File: src/logic/rx_cpu_policer_pkg.sv
// Constants, register map and field layout of the receive CPU channel policer
// How it works
// RQ1: Recovery-A bit set: sequence and timestamp record goes to queue A.
// RQ2: Recovery-B bit set: sequence and timestamp record goes to queue B.
// RQ3: Buffer index field selects the host buffer control table entry.
// RQ4: Half-full enable and buffer over half full drive the error alarm.
// RQ5: Bucket fill drains at the programmed rate of bytes per frame.
// RQ6: Rate 1.mm float, 4-bit exponent: 4 kbps times mantissa/8 times 2^exp.
// RQ7: Software never sets rate zero; minimum is mantissa 100, exponent 0001.
// RQ8: Packet discarded when accepting it would push the bucket past maximum.
// RQ9: Maximum fill 0x0000 means 65536 bytes; others are their byte count.
// RQ10: Bucket fill kept in sixty-fourths of a byte and written back.
// RQ11: Software clears the bucket fill to zero when creating the channel.
// RQ12: Accepted packet adds its byte count times sixty-four to the fill.
// RQ13: Frame time of the last packet kept; frame difference sets the drain.
// RQ14: Software clears the initialized bit; first packet sets it.
// RQ15: Every packet reaching the channel increments the packet counter.
// RQ16: Every packet reaching the channel adds UDP length minus 8 to octets.
package rx_cpu_policer_pkg;
  localparam int DATA_W   = 32;
  localparam int ADR_W    = 8;
  localparam int SEL_W    = 4;
  localparam int BYTE_W   = 8;
  localparam int IDX_W    = 12;
  localparam int MANT_W   = 2;
  localparam int EXP_W    = 4;
  localparam int RATE_W   = MANT_W + EXP_W;
  localparam int MAX_W    = 16;
  localparam int FRAC_SH  = 6;
  localparam int FILL_W   = MAX_W + 1 + FRAC_SH;
  localparam int DRAIN_W  = 18;
  localparam int FRAME_W  = 16;
  localparam int LEN_W    = 16;
  localparam int SEQ_W    = 16;
  localparam int TS_W     = 32;
  localparam int IRQ_W    = 3;

  // Register byte offsets
  localparam logic [ADR_W-1:0] OFS_CTRL    = 8'h00;
  localparam logic [ADR_W-1:0] OFS_RATE    = 8'h04;
  localparam logic [ADR_W-1:0] OFS_MAXFILL = 8'h08;
  localparam logic [ADR_W-1:0] OFS_FILL    = 8'h0c;
  localparam logic [ADR_W-1:0] OFS_LASTTS  = 8'h10;
  localparam logic [ADR_W-1:0] OFS_INIT    = 8'h14;
  localparam logic [ADR_W-1:0] OFS_PKTCNT  = 8'h18;
  localparam logic [ADR_W-1:0] OFS_OCTCNT  = 8'h1c;
  localparam logic [ADR_W-1:0] OFS_IRQSTAT = 8'h20;
  localparam logic [ADR_W-1:0] OFS_IRQMASK = 8'h24;

  // Control register fields
  localparam int CTRL_A_BIT   = 0;
  localparam int CTRL_B_BIT   = 1;
  localparam int CTRL_HF_BIT  = 2;
  localparam int CTRL_IDX_LSB = 8;

  // Interrupt status bits
  localparam int IRQ_DROP_BIT = 0;
  localparam int IRQ_HALF_BIT = 1;
  localparam int IRQ_ACC_BIT  = 2;

  localparam logic [LEN_W-1:0]   UDP_HDR_BYTES = 16'h0008;
  localparam logic [MAX_W:0]     BUCKET_FULL   = 17'h10000;
  localparam logic [DATA_W-1:0]  ONE_COUNT     = 32'h0000_0001;
  localparam logic [DATA_W-1:0]  RESET_WORD    = 32'h0000_0000;
endpackage : rx_cpu_policer_pkg

File: src/logic/policer_math.sv
// Leaky bucket arithmetic: rate decode, drain, add and limit test
`timescale 1ns/1ps
module policer_math
  import rx_cpu_policer_pkg::*;
(
  // Bucket state
  input  wire logic [FILL_W-1:0]  fillNow,
  input  wire logic [FRAME_W-1:0] frames,
  // Channel settings
  input  wire logic [MANT_W-1:0]  rateMant,
  input  wire logic [EXP_W-1:0]   rateExp,
  input  wire logic [MAX_W-1:0]   maxBytes,
  // Packet size in bytes
  input  wire logic [LEN_W-1:0]   lenBytes,
  // Results
  output logic      [DRAIN_W-2:0] rate64,
  output logic      [FILL_W-1:0]  drained,
  output logic      [FILL_W-1:0]  fillNext,
  output logic                    overMax
);
  localparam int PROD_W = DRAIN_W - 1 + FRAME_W;

  logic [DRAIN_W-1:0] rateBase;
  logic [DRAIN_W-1:0] rateShift;
  logic [PROD_W-1:0]  drain;
  logic [MAX_W:0]     maxFull;
  logic [FILL_W-1:0]  max64;
  logic [FILL_W:0]    added;
  logic [FILL_W-1:0]  lenFill;

  // Rate in 1/64 byte per frame is {1,mant} shifted by exp, halved
  assign rateBase  = {{(DRAIN_W-MANT_W-1){1'b0}}, 1'b1, rateMant};  // RQ6
  assign rateShift = rateBase << rateExp;  // RQ6
  assign rate64    = rateShift[DRAIN_W-1:1];  // RQ6
  assign drain     = rate64 * frames;  // RQ5
  assign drained   = (drain >= PROD_W'(fillNow)) ? '0
                   : fillNow - drain[FILL_W-1:0];  // RQ5
  assign maxFull   = (maxBytes == '0) ? BUCKET_FULL : {1'b0, maxBytes};  // RQ9
  assign max64     = {maxFull, {FRAC_SH{1'b0}}};  // RQ10
  assign lenFill   = {1'b0, lenBytes, {FRAC_SH{1'b0}}};  // RQ12
  assign added     = {1'b0, drained} + {1'b0, lenFill};  // RQ12
  assign overMax   = added > {1'b0, max64};  // RQ8
  assign fillNext  = overMax ? drained : added[FILL_W-1:0];  // RQ8
endmodule : policer_math

File: src/logic/rx_cpu_channel_policer.sv
// Receive CPU channel: policer, recovery records, counters and Wishbone regs
//
// Decided for this implementation: the address map and the Wishbone register port.
`timescale 1ns/1ps
module rx_cpu_channel_policer
  import rx_cpu_policer_pkg::*;
(
  // Clock and reset
  input  wire logic              clk,
  input  wire logic              rst,
  // Wishbone slave
  input  wire logic              cyc_i,
  input  wire logic              stb_i,
  input  wire logic              we_i,
  input  wire logic [ADR_W-1:0]  adr_i,
  input  wire logic [DATA_W-1:0] dat_i,
  input  wire logic [SEL_W-1:0]  sel_i,
  output logic      [DATA_W-1:0] dat_o,
  output logic                   ack_o,
  // Packet arrival
  input  wire logic              pktValid,
  input  wire logic [LEN_W-1:0]  pktUdpLen,
  input  wire logic [SEQ_W-1:0]  pktSeq,
  input  wire logic [TS_W-1:0]   pktTs,
  // Frame timing
  input  wire logic [FRAME_W-1:0] frameCount,
  // Selected host buffer state
  input  wire logic [LEN_W-1:0]  hostBufLevel,
  input  wire logic [LEN_W-1:0]  hostBufCap,
  // Packet verdict and buffer select
  output logic                   pktAccept,
  output logic                   pktDrop,
  output logic      [IDX_W-1:0]  bufIndex,
  // Clock recovery records
  output logic                   crAValid,
  output logic                   crBValid,
  output logic      [SEQ_W-1:0]  crSeq,
  output logic      [TS_W-1:0]   crTs,
  // Alarms
  output logic                   errorAlarm,
  output logic                   irq
);
  function automatic logic [DATA_W-1:0] mergeBytes(
    input logic [DATA_W-1:0] oldV,
    input logic [DATA_W-1:0] newV,
    input logic [SEL_W-1:0]  sel
  );
    logic [DATA_W-1:0] res;
    res = oldV;
    for (int i = 0; i < SEL_W; i++) begin
      if (sel[i]) begin
        res[i*BYTE_W +: BYTE_W] = newV[i*BYTE_W +: BYTE_W];
      end
    end
    return res;
  endfunction : mergeBytes

  // Register state
  logic [DATA_W-1:0]  ctrl_reg;
  logic [RATE_W-1:0]  rate_reg;
  logic [MAX_W-1:0]   max_reg;
  logic [FILL_W-1:0]  fill_reg;
  logic [FRAME_W-1:0] lastTs_reg;
  logic               init_reg;
  logic [DATA_W-1:0]  pktCnt_reg;
  logic [DATA_W-1:0]  octCnt_reg;
  logic [IRQ_W-1:0]   irqStat_reg;
  logic [IRQ_W-1:0]   irqMask_reg;
  logic               half_reg;

  // Bus decode
  logic              wbReq;
  logic              wrHit;
  logic [DATA_W-1:0] rdData;
  logic [DATA_W-1:0] wrCtrl;
  logic [DATA_W-1:0] wrRate;
  logic [DATA_W-1:0] wrMax;
  logic [DATA_W-1:0] wrFill;
  logic [DATA_W-1:0] wrIrq;
  logic [DATA_W-1:0] wrMask;

  assign wbReq  = cyc_i & stb_i & ~ack_o;
  assign wrHit  = wbReq & we_i;
  assign wrCtrl = mergeBytes(ctrl_reg, dat_i, sel_i);
  assign wrRate = mergeBytes(DATA_W'(rate_reg), dat_i, sel_i);
  assign wrMax  = mergeBytes(DATA_W'(max_reg), dat_i, sel_i);
  assign wrFill = mergeBytes(DATA_W'(fill_reg), dat_i, sel_i);
  assign wrIrq  = mergeBytes(RESET_WORD, dat_i, sel_i);
  assign wrMask = mergeBytes(DATA_W'(irqMask_reg), dat_i, sel_i);
  assign rdData =
      (adr_i == OFS_CTRL)    ? ctrl_reg :
      (adr_i == OFS_RATE)    ? DATA_W'(rate_reg) :
      (adr_i == OFS_MAXFILL) ? DATA_W'(max_reg) :
      (adr_i == OFS_FILL)    ? DATA_W'(fill_reg) :
      (adr_i == OFS_LASTTS)  ? DATA_W'(lastTs_reg) :
      (adr_i == OFS_INIT)    ? DATA_W'(init_reg) :
      (adr_i == OFS_PKTCNT)  ? pktCnt_reg :
      (adr_i == OFS_OCTCNT)  ? octCnt_reg :
      (adr_i == OFS_IRQSTAT) ? DATA_W'(irqStat_reg) :
      (adr_i == OFS_IRQMASK) ? DATA_W'(irqMask_reg) : RESET_WORD;

  logic ctrlMaskWr;
  logic [DATA_W-1:0] ctrlKeep;
  assign ctrlKeep = DATA_W'({{IDX_W{1'b1}},
                             {(CTRL_IDX_LSB-CTRL_HF_BIT-1){1'b0}}, 3'h7});
  assign ctrlMaskWr = wrHit & (adr_i == OFS_CTRL);

  // Channel fields
  logic              selA;
  logic              selB;
  logic              hfEn;
  logic [IDX_W-1:0]  idxField;
  logic [FRAME_W-1:0] frameDelta;
  logic [LEN_W-1:0]  payLen;
  logic [DRAIN_W-2:0] rate64;
  logic [FILL_W-1:0] drained;
  logic [FILL_W-1:0] fillNext;
  logic              overMax;
  logic              halfFull;
  logic              accept;
  logic [IRQ_W-1:0]  irqEvents;

  assign selA     = ctrl_reg[CTRL_A_BIT];
  assign selB     = ctrl_reg[CTRL_B_BIT];
  assign hfEn     = ctrl_reg[CTRL_HF_BIT];
  assign idxField = ctrl_reg[CTRL_IDX_LSB +: IDX_W];  // RQ3
  assign frameDelta = init_reg ? frameCount - lastTs_reg : '0;  // RQ13
  assign payLen   = (pktUdpLen > UDP_HDR_BYTES) ? pktUdpLen - UDP_HDR_BYTES
                  : '0;  // RQ16
  assign accept   = pktValid & ~overMax;  // RQ8
  assign halfFull = hfEn & ({1'b0, hostBufLevel, 1'b0} >
                            {2'b00, hostBufCap});  // RQ4
  assign irqEvents = {accept, halfFull & ~half_reg, pktValid & overMax};

  policer_math u_math (
    .fillNow  (fill_reg),
    .frames   (frameDelta),
    .rateMant (rate_reg[MANT_W-1:0]),
    .rateExp  (rate_reg[RATE_W-1:MANT_W]),
    .maxBytes (max_reg),
    .lenBytes (payLen),
    .rate64   (rate64),
    .drained  (drained),
    .fillNext (fillNext),
    .overMax  (overMax)
  );

  // Bus answer, one cycle after the request
  always_ff @(posedge clk or posedge rst) begin
    if (rst) begin
      ack_o <= 1'b0;
      dat_o <= '0;
    end else begin
      ack_o <= wbReq;
      dat_o <= (wbReq & ~we_i) ? rdData : '0;
    end
  end

  // Software settings
  always_ff @(posedge clk or posedge rst) begin
    if (rst) begin
      ctrl_reg    <= '0;
      rate_reg    <= '0;
      max_reg     <= '0;
      irqMask_reg <= '0;
    end else if (wrHit) begin
      if (ctrlMaskWr) ctrl_reg <= wrCtrl & ctrlKeep;
      if (adr_i == OFS_RATE) rate_reg <= wrRate[RATE_W-1:0];
      if (adr_i == OFS_MAXFILL) max_reg <= wrMax[MAX_W-1:0];
      if (adr_i == OFS_IRQMASK) irqMask_reg <= wrMask[IRQ_W-1:0];
    end
  end

  // Bucket state, packet wins over a software write
  always_ff @(posedge clk or posedge rst) begin
    if (rst) begin
      fill_reg   <= '0;
      lastTs_reg <= '0;
      init_reg   <= 1'b0;
    end else if (pktValid) begin
      fill_reg   <= fillNext;  // RQ10
      lastTs_reg <= frameCount;  // RQ13
      init_reg   <= 1'b1;  // RQ14
    end else if (wrHit) begin
      if (adr_i == OFS_FILL) fill_reg <= wrFill[FILL_W-1:0];
      if (adr_i == OFS_LASTTS) lastTs_reg <= dat_i[FRAME_W-1:0];
      if (adr_i == OFS_INIT) init_reg <= dat_i[0];
    end
  end

  // Channel counters
  always_ff @(posedge clk or posedge rst) begin
    if (rst) begin
      pktCnt_reg <= '0;
      octCnt_reg <= '0;
    end else if (pktValid) begin
      pktCnt_reg <= pktCnt_reg + ONE_COUNT;  // RQ15
      octCnt_reg <= octCnt_reg + DATA_W'(payLen);  // RQ16
    end else if (wrHit) begin
      if (adr_i == OFS_PKTCNT) begin
        pktCnt_reg <= mergeBytes(pktCnt_reg, dat_i, sel_i);
      end
      if (adr_i == OFS_OCTCNT) begin
        octCnt_reg <= mergeBytes(octCnt_reg, dat_i, sel_i);
      end
    end
  end

  // Sticky interrupt status, set wins over write-one clear
  always_ff @(posedge clk or posedge rst) begin
    if (rst) begin
      irqStat_reg <= '0;
      half_reg    <= 1'b0;
      irq         <= 1'b0;
    end else begin
      irqStat_reg <= (irqStat_reg & ~((wrHit && adr_i == OFS_IRQSTAT)
                     ? wrIrq[IRQ_W-1:0] : '0)) | irqEvents;
      half_reg    <= halfFull;
      irq         <= |(irqStat_reg & irqMask_reg);
    end
  end

  // Verdict, recovery records, buffer select and alarm
  always_ff @(posedge clk or posedge rst) begin
    if (rst) begin
      pktAccept  <= 1'b0;
      pktDrop    <= 1'b0;
      crAValid   <= 1'b0;
      crBValid   <= 1'b0;
      crSeq      <= '0;
      crTs       <= '0;
      bufIndex   <= '0;
      errorAlarm <= 1'b0;
    end else begin
      pktAccept  <= accept;
      pktDrop    <= pktValid & overMax;  // RQ8
      crAValid   <= accept & selA;  // RQ1
      crBValid   <= accept & selB;  // RQ2
      if (accept) begin
        crSeq <= pktSeq;
        crTs  <= pktTs;
      end
      bufIndex   <= idxField;  // RQ3
      errorAlarm <= halfFull;  // RQ4
    end
  end

  logic [FILL_W:0] addExpect;
  assign addExpect = {1'b0, fill_reg} + {1'b0, payLen, {FRAC_SH{1'b0}}};
endmodule : rx_cpu_channel_policer

File: config.mk
export PLATFORM = sky130hd
export DESIGN_NAME = rx_cpu_channel_policer
export DESIGN_NICKNAME = d
export VERILOG_FILES = /design/src/logic/rx_cpu_policer_pkg.sv /design/src/logic/policer_math.sv /design/src/logic/rx_cpu_channel_policer.sv
export SDC_FILE = /design/constraint.sdc
export NUM_CORES = 1
export LEC_CHECK = 0
export BUFFER_PORTS_ARGS = -buffer_cell sky130_fd_sc_hd__buf_2
export CAP_MARGIN = 20
export CELL_PAD_IN_SITES_DETAIL_PLACEMENT = 0
export CELL_PAD_IN_SITES_GLOBAL_PLACEMENT = 1
export CORE_MARGIN = 1
export CORE_UTILIZATION = 47
export DETAILED_ROUTE_END_ITERATION = 7
export GPL_ROUTABILITY_DRIVEN = 0
export PLACE_DENSITY_LB_ADDON = 0.1
export SYNTH_ARGS = -nofsm -noshare
export SYNTH_HDL_FRONTEND = slang
export SYNTH_HIERARCHICAL = 1
export SYNTH_SLANG_ARGS = --single-unit
File: constraint.sdc
create_clock -name clk -period 18.2 [get_ports clk]
set_clock_uncertainty 0.15 [all_clocks]
set_input_delay 3.64 -clock clk [delete_from_list [all_inputs] [get_ports clk]]
set_output_delay 3.64 -clock clk [all_outputs]
set_load 0.005 [all_outputs]
==> results_dict.tcl <==
set metrics [dict create \
    status "finished clean" \
    grt_max_degree 118 \
    grt.overflow.total 0 \
    power_frac_clock 0.130 \
    ioPinCount 261 \
    worstMarginPinSlew_ns 1.02 \
    start_kind "input pin" \
    place_hpwl_mm 66.9 \
    fin_util 0.532 \
    comb_power_share 0.679 \
    drv_slew 0 \
    period_share 0.950 \
    start_util 0.475 \
    cts_num_sinks 246 \
    leakagePower_nw 14.3 \
    fmax_mhz 57.8 \
    rsz0062_at_grt "no" \
    area.sequential_sq_um 6160 \
    relSlewSlack 0.321 \
    gr-usage-all-layers 0.297 \
    swShare 0.467 \
    dieArea_sq_um 56600 \
    layout-drive-gt1-share 0.155 \
    drtIter0Drc 1418 \
    power_density_nw_per_um2 145 \
    ant_nets 0 \
    clk_pin_slew_worst_paths_ns 0.06 \
    net-switching-power_mw 1.98 \
    syn_avg_cell_area_sq_um 8.90 \
    cts_tree "yes" \
    cts_buffers 27 \
    slowest_delay_ns 0.55 \
    multi_input_area_sq_um 18100 \
    fp.coreArea_sq_um 55000 \
    port_buffers 260 \
    grt_pass1_wl_mm 130 \
    diodes 0 \
    vias_per_cell 5.67 \
    drv_cap 0 \
    p_seq_frac 0.192 \
    final_hold_viol_count 0 \
    end_kind "flop" \
    die_w_um 238 \
    drt_wl_total_mm 83.3 \
    synth_fp_nets 3543 \
    hold_ws_ns 0.251 \
    firstDrtPassIters 6 \
    crit_slowest_cell "fa_1" \
    fillCellCount 5263 \
    hold_path.class "flop to flop" \
    yosysWarnings 6 \
    htree_levels 1 \
    setup_violations 0 \
    row_count 86 \
    die_y_um 238 \
    routedWlPerCell_um 21.2 \
    power.internal_mw 2.25 \
    num_vias 22200 \
    cp_max_fo 26 \
    drc 0 \
    fin_crit_ns 17.29 \
    arrival_ns 17.58 \
    area_growth_pct 11.8 \
    clkLatencyLatePin_ns 0.57 \
    synth.cell_area_sq_um 26100 \
    clock_path_buffers 3 \
    critical_path_class "input pin to flop" \
    synthCells 2938 \
    antenna_found_initial 1 \
    required_ns 18.50 \
    path_common_cell "fa_1" \
    clockRootBuffer "clkbuf_16" \
    worst_ir_drop_vdd_mv 0.213 \
    grt_pass1_vias 22900 \
    nNetsFinal 3763 \
]
==> layer usage <==
metal	routed length, um	share of wire	global-route usage
met5	0	0	0
met3	3470	0.042	0.0234
met1	34500	0.41	0.377
met2	42000	0.50	0.524
met4	3380	0.041	0.115
==> metrics by stage <==
stage / power, mW / cells / TNS [ns] / setup WS (ns) / instance area, sq um
2_1_floorplan: 2.84 / 2938 / 0 / 0.597 / 26100
3_3_place_gp: 3.50 / 3872 / 0 / 0.243 / 28300
3_5_place_dp: 3.58 / 3872 / -4.71 / -0.122 / 28300
4_1_cts: 4.15 / 3920 / 0 / 0.423 / 29100
5_1_grt: 4.51 / 3925 / 0 / 0.0480 / 29200
6_report: 4.23 / 3925 / 0 / 0.911 / 29200
==> critical path: cells and delay by family <==
kind                     cells  cell delay, ns
AO/OA/AOI/OAI               22            4.39
multiplexers                 2            0.56
adder cells (fa/ha/maj)     13            5.38
AND/OR/NAND/NOR             13            2.37
buffers and inverters        9            0.95
XOR/XNOR                     2            0.26
==> power by group through the flow <==
stage	logic, mW	registers (mW)	clock network, mW
floorplan	2.07	0.770	0
global placement	2.68	0.814	0
detailed placement	2.77	0.818	0
CTS	2.78	0.808	0.557
global route	3.11	0.823	0.577
finish	2.87	0.810	0.549
==> repair_timing <==
item | 4_1_cts | 5_1_grt
hold buffers | 0 | 0
setup endpoints to repair | 0 | 71
buffers inserted | 0 | 2
gates resized for setup | 0 | 9
==> final timing paths <==
check                                    from          end  slack (ns)  cells past startpoint
worst max-delay path            frameCount[0]    crSeq[14]        0.91                     61
worst min-delay path             ctrl_reg[15]  bufIndex[7]        0.25                      0
worst max register to register  lastTs_reg[1]    crSeq[14]        3.63                     58
worst min register to register   ctrl_reg[15]  bufIndex[7]        0.25                      0
max in group asynchronous                 rst    dat_o[19]       13.34                      3
min in group asynchronous                 rst     crTs[31]        3.07                      2
==> layout make-up <==
| cell class | instances | area share |
|---|---|---|
| repair buffers | 312 | 0.0591 |
| well taps | 748 | 0.0320 |
| clock buffers | 35 | 0.0248 |
| inverters | 383 | 0.0494 |
| flip-flops and latches | 246 | 0.211 |
| clock inverters | 13 | 0.00509 |
| multi-input cells | 2188 | 0.619 |
==> layout by cell type, fill, tap and decap left out, types with 50 or more instances in the layout <==
cell       n
and2_1   133
ha_1     231
buf_2    259
xor2_1    53
buf_4     50
a21oi_1  147
nor2_1   150
o21ai_0  156
xnor2_1   68
inv_1    382
dfrtp_1  246
fa_1     212
nand2_1  338
mux2i_1   53
mux2_2    92
(Power assumes the default switching activity.)
